File: src/shared/coder_pkg.sv
// constants, code tables and helpers shared by the 100 Mb/s coder
`default_nettype none

package coder_pkg;

    ////////////////////////////////////////////////////////////////////////////
    // control code-groups, leftmost bit sent first
    localparam logic [4:0] CG_IDLE  = 5'h1f;
    localparam logic [4:0] CG_J     = 5'h18;
    localparam logic [4:0] CG_K     = 5'h11;
    localparam logic [4:0] CG_T     = 5'h0d;
    localparam logic [4:0] CG_R     = 5'h07;
    localparam logic [4:0] CG_H     = 5'h04;
    localparam logic [3:0] SSD_NIB  = 4'h5;
    localparam logic [9:0] SSD_PAIR = {CG_J, CG_K};
    localparam logic [9:0] ESD_PAIR = {CG_T, CG_R};

    // data code-groups indexed by nibble
    localparam logic [4:0] DATA_CG [16] = '{
        5'h1e, 5'h09, 5'h14, 5'h15, 5'h0a, 5'h0b, 5'h0e, 5'h0f,
        5'h12, 5'h13, 5'h16, 5'h17, 5'h1a, 5'h1b, 5'h1c, 5'h1d
    };

    ////////////////////////////////////////////////////////////////////////////
    // line rate from the 200 MHz reference
    localparam int          REF_CLK_MHZ   = 200;
    localparam int          LINE_RATE_MHZ = 125;
    localparam logic [7:0]  RATE_STEP     = 8'(LINE_RATE_MHZ);
    localparam logic [7:0]  RATE_WRAP     = 8'(REF_CLK_MHZ);
    localparam logic [2:0]  SYM_LAST_BIT  = 3'h4;

    // scrambler: key = s[n-11] ^ s[n-9]
    localparam logic [10:0] SCR_SEED      = 11'h7ff;
    localparam int          SCR_TAP_A     = 10;
    localparam int          SCR_TAP_B     = 8;

    // three-level line phases: zero, plus, zero, minus
    localparam logic [1:0]  MLT_PLUS      = 2'h1;
    localparam logic [1:0]  MLT_MINUS     = 2'h3;

    ////////////////////////////////////////////////////////////////////////////
    // nibble to data code-group
    function automatic logic [4:0] encode_nibble(input logic [3:0] nib);
        encode_nibble = DATA_CG[nib];
    endfunction

    // code-group to {is_data, nibble}
    function automatic logic [4:0] decode_group(input logic [4:0] cg);
        decode_group = 5'h00;
        for (int i = 0; i < 16; i++) begin
            if (cg == DATA_CG[i]) begin
                decode_group = {1'b1, 4'(i)};
            end
        end
    endfunction

    // code-groups with no meaning at all
    function automatic logic is_invalid(input logic [4:0] cg);
        case (cg)
            5'h00, 5'h01, 5'h02, 5'h03, 5'h05,
            5'h06, 5'h08, 5'h0c, 5'h10, 5'h19: is_invalid = 1'b1;
            default:                           is_invalid = 1'b0;
        endcase
    endfunction

endpackage

`default_nettype wire

File: src/verilog/fast_ethernet_4b5b_mlt3_coder.sv
// 100 Mb/s 4b/5b transmit encoder, line coder and receive decoder
`default_nettype none

module fast_ethernet_4b5b_mlt3_coder (
    // clock and reset
    input  wire logic       ref_clk,
    input  wire logic       srst,
    // configuration
    input  wire logic       encode_enable,
    // transmit nibbles from the mac
    input  wire logic       tx_en,
    input  wire logic       tx_er,
    input  wire logic [3:0] txd,
    output logic            tx_nibble_take,
    // transmit line
    output logic            tx_bit_strobe,
    output logic            tx_nrzi,
    output logic            tx_mlt3_pos,
    output logic            tx_mlt3_neg,
    // descrambled receive bits
    input  wire logic       rx_bit,
    input  wire logic       rx_bit_valid,
    // receive nibbles to the mac
    output logic            rx_nibble_strobe,
    output logic [3:0]      rxd,
    output logic            rx_dv,
    output logic            rx_crs,
    output logic            rx_er
);

    ////////////////////////////////////////////////////////////////////////////
    // state types
    typedef enum logic [1:0] {
        TX_IDLE,
        TX_SEND_K,
        TX_DATA,
        TX_SEND_R
    } tx_phase_t;

    typedef enum logic [1:0] {
        RX_HUNT,
        RX_FRAME,
        RX_AFTER_T
    } rx_phase_t;

    typedef struct packed {
        tx_phase_t   tx_phase;
        logic [4:0]  tx_sym;
        logic        nib_take;
        rx_phase_t   rx_phase;
        logic [14:0] hist;
        logic [2:0]  bit_cnt;
        logic        prev_idle;
        logic        pend_k;
        logic        strobe;
        logic [3:0]  rxd;
        logic        dv;
        logic        crs;
        logic        er;
    } coder_state_t;

    coder_state_t st;
    coder_state_t next_st;
    logic         sym_take;

    ////////////////////////////////////////////////////////////////////////////
    // line side of the transmitter
    tx_line_serializer u_line (
        .ref_clk    (ref_clk),
        .srst       (srst),
        .sym        (st.tx_sym),
        .sym_take   (sym_take),
        .bit_strobe (tx_bit_strobe),
        .nrzi       (tx_nrzi),
        .mlt3_pos   (tx_mlt3_pos),
        .mlt3_neg   (tx_mlt3_neg)
    );

    ////////////////////////////////////////////////////////////////////////////
    // next state
    always_comb begin
        logic [14:0] hist;
        logic [4:0]  sym;
        logic [4:0]  dec;
        hist    = {st.hist[13:0], rx_bit};
        sym     = hist[4:0];
        dec     = coder_pkg::decode_group(hist[4:0]);
        next_st = st;
        next_st.nib_take = 1'b0;
        next_st.strobe   = 1'b0;
        next_st.er       = 1'b0;

        // transmit: pick the symbol that follows the one just taken
        if (sym_take) begin
            unique case (st.tx_phase)
                TX_IDLE: begin
                    if (tx_en) begin
                        next_st.tx_sym   = coder_pkg::CG_J;
                        next_st.tx_phase = TX_SEND_K;
                        next_st.nib_take = 1'b1;
                    end else begin
                        next_st.tx_sym   = coder_pkg::CG_IDLE;
                    end
                end
                TX_SEND_K: begin
                    next_st.tx_sym   = coder_pkg::CG_K;
                    next_st.tx_phase = TX_DATA;
                    next_st.nib_take = 1'b1;
                end
                TX_DATA: begin
                    if (!tx_en) begin
                        next_st.tx_sym   = coder_pkg::CG_T;
                        next_st.tx_phase = TX_SEND_R;
                    end else if (!encode_enable) begin
                        next_st.tx_sym   = {txd, tx_er};
                        next_st.nib_take = 1'b1;
                    end else if (tx_er) begin
                        next_st.tx_sym   = coder_pkg::CG_H;
                        next_st.nib_take = 1'b1;
                    end else begin
                        next_st.tx_sym   = coder_pkg::encode_nibble(txd);
                        next_st.nib_take = 1'b1;
                    end
                end
                TX_SEND_R: begin
                    next_st.tx_sym   = coder_pkg::CG_R;
                    next_st.tx_phase = TX_IDLE;
                end
            endcase
        end

        // receive: second nibble of the start pair
        if (st.pend_k) begin
            next_st.pend_k = 1'b0;
            next_st.strobe = 1'b1;
            next_st.rxd    = coder_pkg::SSD_NIB;
        end

        if (rx_bit_valid) begin
            next_st.hist = hist;
            unique case (st.rx_phase)
                RX_HUNT: begin
                    // alignment from the start pair
                    if (hist[9:0] == coder_pkg::SSD_PAIR) begin
                        if (hist[14:10] == coder_pkg::CG_IDLE) begin
                            next_st.rx_phase  = RX_FRAME;
                            next_st.bit_cnt   = 3'h0;
                            next_st.prev_idle = 1'b0;
                            next_st.dv        = 1'b1;
                            next_st.crs       = 1'b1;
                            next_st.strobe    = 1'b1;
                            next_st.rxd       = coder_pkg::SSD_NIB;
                            next_st.pend_k    = 1'b1;
                        end else begin
                            next_st.er     = 1'b1;
                            next_st.strobe = 1'b1;
                        end
                    end
                end
                RX_FRAME, RX_AFTER_T: begin
                    if (st.bit_cnt != coder_pkg::SYM_LAST_BIT) begin
                        next_st.bit_cnt = 3'(st.bit_cnt + 3'h1);
                    end else begin
                        next_st.bit_cnt   = 3'h0;
                        next_st.strobe    = 1'b1;
                        next_st.prev_idle = (sym == coder_pkg::CG_IDLE);
                        if (st.rx_phase == RX_AFTER_T && sym == coder_pkg::CG_R) begin
                            next_st.rx_phase = RX_HUNT;
                            next_st.dv       = 1'b0;
                            next_st.crs      = 1'b0;
                            next_st.strobe   = 1'b0;
                        end else if (st.rx_phase == RX_AFTER_T) begin
                            next_st.rx_phase = RX_FRAME;
                            next_st.er       = 1'b1;
                        end else if (sym == coder_pkg::CG_T) begin
                            next_st.rx_phase = RX_AFTER_T;
                            next_st.strobe   = 1'b0;
                        end else if (sym == coder_pkg::CG_R) begin
                            next_st.er = 1'b1;
                        end else if (sym == coder_pkg::CG_J) begin
                            next_st.er = 1'b1;
                        end else if (sym == coder_pkg::CG_K) begin
                            next_st.er = 1'b1;
                        end else if (sym == coder_pkg::CG_IDLE) begin
                            next_st.strobe = 1'b0;
                            if (st.prev_idle) begin
                                next_st.rx_phase = RX_HUNT;
                                next_st.dv       = 1'b0;
                                next_st.crs      = 1'b0;
                            end
                        end else if (dec[4]) begin
                            next_st.rxd = dec[3:0];
                        end else begin
                            // invalid or transmit error symbol
                            next_st.er = coder_pkg::is_invalid(sym) | (sym == coder_pkg::CG_H);
                        end
                    end
                end
                default: begin
                    next_st.rx_phase = RX_HUNT;
                end
            endcase
        end
    end

    ////////////////////////////////////////////////////////////////////////////
    // state register
    always_ff @(posedge ref_clk) begin
        if (srst) begin
            st          <= '0;
            st.tx_phase <= TX_IDLE;
            st.tx_sym   <= coder_pkg::CG_IDLE;
            st.rx_phase <= RX_HUNT;
        end else begin
            st <= next_st;
        end
    end

    ////////////////////////////////////////////////////////////////////////////
    // outputs
    assign tx_nibble_take   = st.nib_take;
    assign rx_nibble_strobe = st.strobe;
    assign rxd              = st.rxd;
    assign rx_dv            = st.dv;
    assign rx_crs           = st.crs;
    assign rx_er            = st.er;

endmodule

`default_nettype wire

File: src/verilog/tx_line_serializer.sv
// scrambler, serializer, nrzi and three-level line coder
`default_nettype none

module tx_line_serializer (
    // clock and reset
    input  wire logic       ref_clk,
    input  wire logic       srst,
    // symbol from the encoder
    input  wire logic [4:0] sym,
    output logic            sym_take,
    // line side
    output logic            bit_strobe,
    output logic            nrzi,
    output logic            mlt3_pos,
    output logic            mlt3_neg
);

    ////////////////////////////////////////////////////////////////////////////
    typedef struct packed {
        logic [7:0]  acc;
        logic [4:0]  shreg;
        logic [2:0]  cnt;
        logic [10:0] lfsr;
        logic [1:0]  phase;
        logic        take;
        logic        strobe;
        logic        nrzi;
        logic        pos;
        logic        neg;
    } ser_state_t;

    ser_state_t st;
    ser_state_t next_st;

    ////////////////////////////////////////////////////////////////////////////
    always_comb begin
        logic [8:0] sum;
        logic       plain;
        logic       key;
        logic       line;
        logic [1:0] ph;
        sum     = 9'h000;
        plain   = 1'b0;
        key     = 1'b0;
        line    = 1'b0;
        ph      = st.phase;
        next_st = st;
        next_st.take   = 1'b0;
        next_st.strobe = 1'b0;
        // 125 MHz bit tick out of the 200 MHz clock
        sum = {1'b0, st.acc} + {1'b0, coder_pkg::RATE_STEP};
        if (sum >= {1'b0, coder_pkg::RATE_WRAP}) begin
            next_st.acc = 8'(sum - {1'b0, coder_pkg::RATE_WRAP});
            // parallel in, serial out
            if (st.cnt == 3'h0) begin
                plain         = sym[4];
                next_st.shreg = {sym[3:0], 1'b0};
                next_st.cnt   = coder_pkg::SYM_LAST_BIT;
                next_st.take  = 1'b1;
            end else begin
                plain         = st.shreg[4];
                next_st.shreg = {st.shreg[3:0], 1'b0};
                next_st.cnt   = 3'(st.cnt - 3'h1);
            end
            // eleven-bit scrambler key
            key  = st.lfsr[coder_pkg::SCR_TAP_A] ^ st.lfsr[coder_pkg::SCR_TAP_B];
            next_st.lfsr = {st.lfsr[9:0], key};
            line = plain ^ key;
            // nrzi: a one toggles the line
            next_st.nrzi = st.nrzi ^ line;
            // three-level: a one steps to the next level
            if (line) begin
                ph = 2'(st.phase + 2'h1);
            end
            next_st.phase  = ph;
            next_st.pos    = (ph == coder_pkg::MLT_PLUS);
            next_st.neg    = (ph == coder_pkg::MLT_MINUS);
            next_st.strobe = 1'b1;
        end else begin
            next_st.acc = sum[7:0];
        end
    end

    always_ff @(posedge ref_clk) begin
        if (srst) begin
            st      <= '0;
            st.lfsr <= coder_pkg::SCR_SEED;
        end else begin
            st <= next_st;
        end
    end

    ////////////////////////////////////////////////////////////////////////////
    assign sym_take   = st.take;
    assign bit_strobe = st.strobe;
    assign nrzi       = st.nrzi;
    assign mlt3_pos   = st.pos;
    assign mlt3_neg   = st.neg;

endmodule

`default_nettype wire

File: config.mk
export PLATFORM = sky130hd
export DESIGN_NAME = fast_ethernet_4b5b_mlt3_coder
export DESIGN_NICKNAME = d
export VERILOG_FILES = /design/src/shared/coder_pkg.sv /design/src/verilog/fast_ethernet_4b5b_mlt3_coder.sv /design/src/verilog/tx_line_serializer.sv
export SDC_FILE = /design/constraint.sdc
export NUM_CORES = 1
export LEC_CHECK = 0
export BUFFER_PORTS_ARGS = -buffer_cell sky130_fd_sc_hd__buf_4
export CAP_MARGIN = 20
export CORE_MARGIN = 1
export CORE_UTILIZATION = 55
export DETAILED_ROUTE_END_ITERATION = 10
export GPL_TIMING_DRIVEN = 0
export HOLD_SLACK_MARGIN = 0.05
export PLACE_DENSITY = 0.73
export SLEW_MARGIN = 20
export SYNTH_ARGS = -nofsm -noshare
export SYNTH_HDL_FRONTEND = slang
export SYNTH_SLANG_ARGS = --single-unit
File: constraint.sdc
create_clock -name ref_clk -period 3.1 [get_ports ref_clk]
set_input_delay 0 -clock ref_clk [delete_from_list [all_inputs] [get_ports ref_clk]]
set_output_delay 0 -clock ref_clk [all_outputs]
set_load 0.02 [all_outputs]
==> insert_results.sql, run 1 <==
INSERT INTO impl_metrics (metric_group, metric, value, unit) VALUES
('yosys', 'yosys.area.top_type_share', '35.3', '%'),
('sta', 'hold_viol_final', '0', ''),
('global_route', 'grt_start_max_net_pins', '14', ''),
('floorplan', 'rows', '30', ''),
('run_status', 'run_status', 'completed', ''),
('floorplan', 'initial_core_util', '57.3', '%'),
('worst_setup_path', 'critPathMaxStageDelay', '430', 'ps'),
('worst_setup_path', 'r2r_setup_slack', '320', 'ps'),
('floorplan', 'chipWidth', '86.4', 'um'),
('yosys', 'synth_sequential_area_ratio', '35.3', '%'),
('floorplan', 'core', '6830', 'sq um'),
('worst_setup_path', 'timing.critical_path.max_delay_family', 'simple AND/OR/NAND/NOR gates', ''),
('global_route', 'globalRouteMet3Util', '3.81', '%'),
('finish', 'ff_latch_area', '1380', 'sq um'),
('yosys', 'synth_unique_cells', '66', ''),
('power', 'power.density', '698', 'nW/um^2'),
('drt', 'via_count', '3570', ''),
('drt', 'final_antenna_net_count', '0', ''),
('drt', 'drtPass1Iterations', '4', ''),
('worst_setup_path', 'critPathSlowestCell', 'sky130_fd_sc_hd__or3b_1', ''),
('worst_setup_path', 'class_of_the_most_critical_setup_path', 'reg2reg', ''),
('sta', 'totalNegativeSetupSlack', '0', 'ps'),
('cts', 'cts.path.max_buffers', '2', ''),
('power', 'irDropWorstVdd', '0.554', 'mV'),
('yosys', 'yosys_warnings', '0', ''),
('cts', 'clk_transition_reported_paths', '80', 'ps'),
('worst_setup_path', 'reg2reg_to', 'u_line.st[12]$_SDFFE_PP1N_', ''),
('cts', 'numClockSinks', '69', ''),
('power', 'power.leakage', '0.00172', 'uW'),
('yosys', 'synthCells', '481', ''),
('global_route', 'grt_util_met2', '41.9', '%'),
('cts', 'clk-insertion-delay-late', '350', 'ps'),
('finish', 'antennaDiodeCount', '0', ''),
('finish', 'design.final.nets', '544', ''),
('cts', 'htree_depth', '3', ''),
('cts', 'cts-buffers-inserted', '9', ''),
('worst_setup_path', 'crit_path_max_fanout', '10', ''),
('drt', 'routed_wire_length_per_instance', '14.6', 'um'),
('cts', 'post_cts_buffers', '0', ''),
('global_route', 'antenna_found_initial', '0', ''),
('global_route', 'grt_pass1_wl', '15100', 'um'),
('worst_hold_path', 'holdCritStartpoint', 'rx_bit_valid', ''),
('drt', 'wirelength', '9030', 'um'),
('global_route', 'grt_util_all_layers', '25.7', '%'),
('worst_setup_path', 'ff2ff_path_depth', '11', ''),
('global_route', 'vias_in_the_first_global_route', '3216', ''),
('worst_hold_path', 'timing.hold.worst.class', 'in2reg', ''),
('sta', 'slew_headroom', '58.5', '%'),
('finish', 'syn_to_final_growth', '14.3', '%'),
('placement', 'gpl.final_weighted_congestion', '0.949', ''),
('drt', 'drt_first_iter_violations', '227', ''),
('yosys', 'dominantRegCellSynth', 'sky130_fd_sc_hd__dfxtp_1', ''),
('sta', 'worstMarginPinSlew', '622', 'ps'),
('drt', 'post-route-drc-count', '0', ''),
('yosys', 'area_of_the_mapped_netlist', '3920', 'sq um'),
('worst_setup_path', 'crit_buf_inv', '2', ''),
('worst_setup_path', 'critical_path_arrival', '3020', 'ps'),
('floorplan', 'die_y', '86.4', 'um'),
('sta', 'grt_setup_unrepaired', 'false', ''),
('placement', 'port_buffer_count', '23', ''),
('yosys', 'async_s_r_ff_share_synth', '0', '%'),
('global_route', 'global_route.overflow_total', '0', ''),
('yosys', 'synth_area_leader_cell', 'sky130_fd_sc_hd__dfxtp_1', ''),
('sta', 'final_period_minus_worst_setup_slack', '2780', 'ps'),
('drt', 'routed_via_density', '5.78', ''),
('yosys', 'synthesis_stage_register_bit_count', '69', ''),
('finish', 'drive_above_1_share', '13.4', '%'),
('sta', 'layout_worst_path_cycle_share', '89.7', '%'),
('placement', 'detailedPlacementHpwl', '6320', 'um'),
('yosys', 'synth_edf_count', '0', ''),
('worst_setup_path', 'crit_path_cell_trace', 'ha_2 -> o31a_1 -> nor2_1 -> ha_2 -> o31a_1 -> a31oi_1 -> or3b_1 -> buf_2 -> clkbuf_1 -> nor3_1 -> a21oi_1', '');
==> routing by layer <==
layer	wire length [um]	part of all wire, %
met3	360	4.0
met2	4270	47
met1	4260	47
met5	0	0
met4	139	1.5
==> cell families (layout without fill, tap and decap cells) <==
family	after synthesis	after routing	share of synthesized area, %
and+or+nand+nor	173	173	22.0
AOI/OAI and AO/OA	126	126	21.5
DFF	69	69	35.3
buffers and inverters	60	101	6.84
muxes	28	28	7.25
adders and majority gates	16	16	5.11
xor gates and xnor gates	9	9	2.01
==> layout by cell type (no fill, tap or decap), types with 4 or more instances in the layout <==
cell and instances:
sky130_fd_sc_hd__and2_1 5, sky130_fd_sc_hd__mux2i_1 25, sky130_fd_sc_hd__nor2b_1 5, sky130_fd_sc_hd__nor3b_1 5, sky130_fd_sc_hd__xor2_1 7, sky130_fd_sc_hd__nand2b_1 10
sky130_fd_sc_hd__buf_4 28, sky130_fd_sc_hd__nand4_1 4, sky130_fd_sc_hd__nand2_1 28, sky130_fd_sc_hd__clkbuf_8 10, sky130_fd_sc_hd__nor3_1 21, sky130_fd_sc_hd__clkbuf_1 23
sky130_fd_sc_hd__a211oi_1 8, sky130_fd_sc_hd__nand3_1 11, sky130_fd_sc_hd__ha_1 14, sky130_fd_sc_hd__dfxtp_1 67, sky130_fd_sc_hd__a31oi_1 11, sky130_fd_sc_hd__inv_1 22
sky130_fd_sc_hd__o21ai_0 22, sky130_fd_sc_hd__nor2_1 69, sky130_fd_sc_hd__a21oi_1 33, sky130_fd_sc_hd__buf_2 7
==> stage by stage <==
stage                     setup WS [ps]  hold WS [ps]  power, uW  area (sq um)  cells
after floorplan                     433           147       2010          3920    481
after global placement              116           280       2250          4210    600
after detailed placement           36.1           290       2270          4210    600
after CTS                          26.2           110       3120          4470    619
after global routing               85.3           154       3320          4470    618
final                               318           129       3120          4470    618
==> worst min-delay path: stages <==
cell and delay, ps:
sky130_fd_sc_hd__buf_4 90, sky130_fd_sc_hd__nand2b_1 100, sky130_fd_sc_hd__o21ai_0 160, sky130_fd_sc_hd__a21oi_1 70
==> worst max-delay path by stage <==
| stage | startpoint | to | slack (ps) | cells past startpoint |
|---|---|---|---|---|
| 4_1_cts | u_line.st[26]$_SDFF_PP0_ | u_line.st[12]$_SDFFE_PP1N_ | 30 | 12 |
| 2_1_floorplan | u_line.st[26]$_SDFF_PP0_ | u_line.st[5]$_SDFFE_PP0N_ | 430 | 11 |
| 3_5_place_dp | u_line.st[26]$_SDFF_PP0_ | u_line.st[12]$_SDFFE_PP1N_ | 40 | 12 |
| 5_1_grt | u_line.st[26]$_SDFF_PP0_ | u_line.st[12]$_SDFFE_PP1N_ | 90 | 11 |
| 3_3_place_gp | u_line.st[26]$_SDFF_PP0_ | u_line.st[12]$_SDFFE_PP1N_ | 120 | 12 |
| 6_report | u_line.st[26]$_SDFF_PP0_ | u_line.st[12]$_SDFFE_PP1N_ | 320 | 11 |
==> sequential cells by signal (all words and copies together) (netlist names) <==
register	count
rxd	4
rx_er	1
u_line.nrzi	1
st	28
rx_nibble_strobe	1
u_line.sym_take	1
rx_dv	1
u_line.bit_strobe	1
u_line.mlt3_neg	1
u_line.mlt3_pos	1
u_line.st	28
tx_nibble_take	1
==> area by class of cell <==
class | instances | share of cell area (%)
Clock buffer | 10 | 3.08
Inverter | 22 | 1.85
Tap cell | 96 | 2.69
Multi-Input combinational cell | 352 | 50.8
Buffer | 37 | 4.06
Sequential cell | 69 | 30.9
Timing Repair Buffer | 26 | 4.53
Clock inverter | 6 | 2.10
==> where the power goes <==
part	internal, uW	switching, uW
sequential	1020	85.9
clock	480	361
combinational	477	695
total	1980	1140
==> what timing repair did <==
| action | in CTS | in global routing |
|---|---|---|
| gates resized for setup | 0 | 4 |
| endpoints found under the hold margin | 4 | 0 |
| endpoints found under the setup margin | 0 | 29 |
| hold buffers | 3 | 0 |
Power figures use the tool's default switching activity.
==> run 2: changes to the inputs <==
Settings changed: CTS_BUF_LIST from default to sky130_fd_sc_hd__clkbuf_8.
Clock period 3.1 ns to 2.83 ns, I/O delays scaled along.
==> run 2 against run 1 <==
Against the previous run:
- register-to-register slack got worse by 150 ps
- critical endpoint is now u_line.st[5]$_SDFFE_PP0N_
- cell count grew 0.16%
- non-clock buffer count grew 1
- global-route usage is essentially flat
- utilization rose by 0.73 points
- largest power group unchanged
- die area stayed put
- setup slack lost 150 ps
- via count barely moved
- critical path depth shrank 1
==> insert_results.sql, run 2 (synthesized netlist as in run 1, its figures left out) <==
INSERT INTO impl_metrics (metric_group, metric, value, unit) VALUES
('floorplan', 'core', '6830', 'sq um'),
('finish', 'finalNonFillerCells', '619', ''),
('finish', 'layout.cells.most_common', 'sky130_fd_sc_hd__nor2_1', ''),
('cts', 'htree_depth', '3', ''),
('worst_setup_path', 'critPathRequiredTime', '3070', 'ps'),
('placement', 'port_buffer_count', '23', ''),
('drt', 'drtPass1Iterations', '5', ''),
('sta', 'post-route-worst-setup-slack', '165', 'ps'),
('placement', 'place_ws', '-234', 'ps'),
('job', 'max-cap-violations', '0', ''),
('drt', 'via_count', '3569', ''),
('finish', 'drive_above_1_share', '14.5', '%'),
('worst_setup_path', 'critPathMaxStageDelay', '430', 'ps'),
('drt', 'drt_first_iter_violations', '230', ''),
('cts', 'cts-buffers-inserted', '9', ''),
('power', 'power.leakage', '0.00174', 'uW'),
('cts', 'clk-insertion-delay-late', '350', 'ps'),
('global_route', 'grt_pass1_wl', '15100', 'um'),
('finish', 'antennaDiodeCount', '0', ''),
('sta', 'report.final.slew_viol_count', '0', ''),
('global_route', 'global_route.overflow_total', '0', ''),
('drt', 'final_antenna_net_count', '0', ''),
('worst_setup_path', 'critical_path_arrival', '2900', 'ps'),
('cts', 'clock_root_buffer_master', 'sky130_fd_sc_hd__clkbuf_8', ''),
('finish', 'fillCellCount', '598', ''),
('sta', 'layout_worst_path_cycle_share', '94.2', '%'),
('power', 'p_clk_share', '26.6', '%'),
('cts', 'clk_transition_reported_paths', '80', 'ps'),
('drt', 'wirelength', '9010', 'um'),
('sta', 'final_period_minus_worst_setup_slack', '2670', 'ps'),
('sta', 'slew_headroom', '58.6', '%'),
('placement', 'gpl.final_weighted_congestion', '0.949', ''),
('floorplan', 'rows', '30', ''),
('sta', 'grt_setup_unrepaired', 'false', ''),
('power', 'power.total', '3470', 'uW'),
('global_route', 'antenna_found_initial', '0', ''),
('sta', 'hold_viol_final', '0', ''),
('worst_setup_path', 'crit_path_max_fanout', '9', ''),
('finish', 'syn_to_final_growth', '15.5', '%'),
('drt', 'routed_via_density', '5.77', ''),
('placement', 'detailedPlacementHpwl', '6320', 'um'),
('cts', 'numClockSinks', '69', ''),
('finish', 'layout_common_cells', 'sky130_fd_sc_hd__nor2_1 (69), sky130_fd_sc_hd__dfxtp_1 (67), sky130_fd_sc_hd__a21oi_1 (33)', ''),
('sta', 'fmaxAchievable', '0.375', 'GHz'),
('cts', 'cts.path.max_buffers', '2', ''),
('run_status', 'run_status', 'completed', ''),
('worst_setup_path', 'critPathSlowestCell', 'sky130_fd_sc_hd__or3b_1', ''),
('worst_setup_path', 'class_of_the_most_critical_setup_path', 'reg2reg', ''),
('worst_setup_path', 'setup.worst_path.start_class', 'flip-flop', ''),
('power', 'switching_share', '36.6', '%'),
('worst_setup_path', 'crit_path_cell_trace', 'ha_4 -> o31a_1 -> nor2_1 -> ha_4 -> o31a_1 -> a31oi_1 -> or3b_1 -> buf_2 -> and2_1 -> mux2_1', ''),
('floorplan', 'top_level_ports', '24', ''),
('floorplan', 'initial_core_util', '57.3', '%'),
('global_route', 'grt_start_max_net_pins', '14', ''),
('sta', 'timing.hold.ws', '130', 'ps'),
('sta', 'skew', '15.5', 'ps'),
('power', 'irDropWorstVdd', '0.604', 'mV'),
('power', 'power.density', '767', 'nW/um^2'),
('power', 'pwr-share-seq', '35.0', '%'),
('power', 'power.share.combinational', '38.5', '%'),
('cts', 'cts_tree', 'done', ''),
('sta', 'timing.final.setup_violations', '0', ''),
('floorplan', 'chipWidth', '86.4', 'um'),
('placement', 'numPlacedInstances', '600', ''),
('power', 'power.net_switching', '1270', 'uW'),
('finish', 'core_occupancy_in_the_finished_layout', '66.2', '%'),
('drt', 'post-route-drc-count', '0', ''),
('finish', 'design.final.nets', '545', ''),
('global_route', 'grt_util_all_layers', '25.7', '%'),
('sta', 'worstMarginPinSlew', '621', 'ps'),
('global_route', 'vias_in_the_first_global_route', '3221', ''),
('floorplan', 'die_y', '86.4', 'um'),
('worst_setup_path', 'endpoint_kind', 'flip-flop', ''),
('floorplan', 'design.die.area', '7460', 'sq um'),
('drt', 'routed_wire_length_per_instance', '14.6', 'um'),
('power', 'internal_power', '2200', 'uW'),
('worst_hold_path', 'timing.hold.worst.class', 'in2reg', '');
[run 2: metal layers]
layer	GRT usage (%)	vias up	wire, um
li1	-	1790	-
met2	42.0	77	4330
met5	0	-	0
met1	34.7	1692	4260
met4	9.09	0	98
met3	3.81	10	324
[run 2: repair_timing]
item	4_1_cts	5_1_grt
setup endpoints to repair	29	29
buffers inserted	0	1
resized for setup	3	9
pin swaps	0	1
endpoints found under the hold margin	4	0
hold buffers	3	0
[run 2: power by group through the flow]
stage          combinational (uW)  sequential [uW]  clock, uW
3_5_place_dp                 1260             1230          0
5_1_grt                      1480             1230        977
6_report                     1340             1210        922
2_1_floorplan                 965             1230          0
3_3_place_gp                 1230             1230          0
4_1_cts                      1280             1210        936
[run 2: area by class of cell]
cell class,count,area [sq um],area share [%]
Multi-Input combinational cell,352,2310,51.1
Clock inverter,6,93.8,2.07
Sequential cell,69,1380,30.6
Tap cell,96,120,2.66
Buffer,37,183,4.04
Inverter,22,82.6,1.83
Clock buffer,10,138,3.04
Timing Repair Buffer,27,210,4.65
[run 2: final timing paths]
path / start / endpoint / slack, ps / depth (start not counted)
min: rx_bit_valid / rx_nibble_strobe$_SDFF_PP0_ / 130 / 4
min reg2reg: st[33]$_SDFFE_PP1P_ / st[33]$_SDFFE_PP1P_ / 490 / 2
max: u_line.st[26]$_SDFF_PP0_ / u_line.st[5]$_SDFFE_PP0N_ / 160 / 10
max reg2reg: u_line.st[26]$_SDFF_PP0_ / u_line.st[5]$_SDFFE_PP0N_ / 160 / 10
[run 2: worst max-delay path, delay by kind of cell (launching register included)]
kind	cells	cell delay [ps]
muxes	1	310
AOI/OAI and AO/OA	3	510
DFF	1	380
adders and majority gates	2	410
buffers and inverters	1	170
and+or+nand+nor	3	760
[run 2: through the flow]
stage	TNS [ps]	instance area (sq um)
floorplan	0	3920
global placement	-2770	4210
detailed placement	-4670	4210
CTS	0	4470
global route	0	4520
finish	0	4520
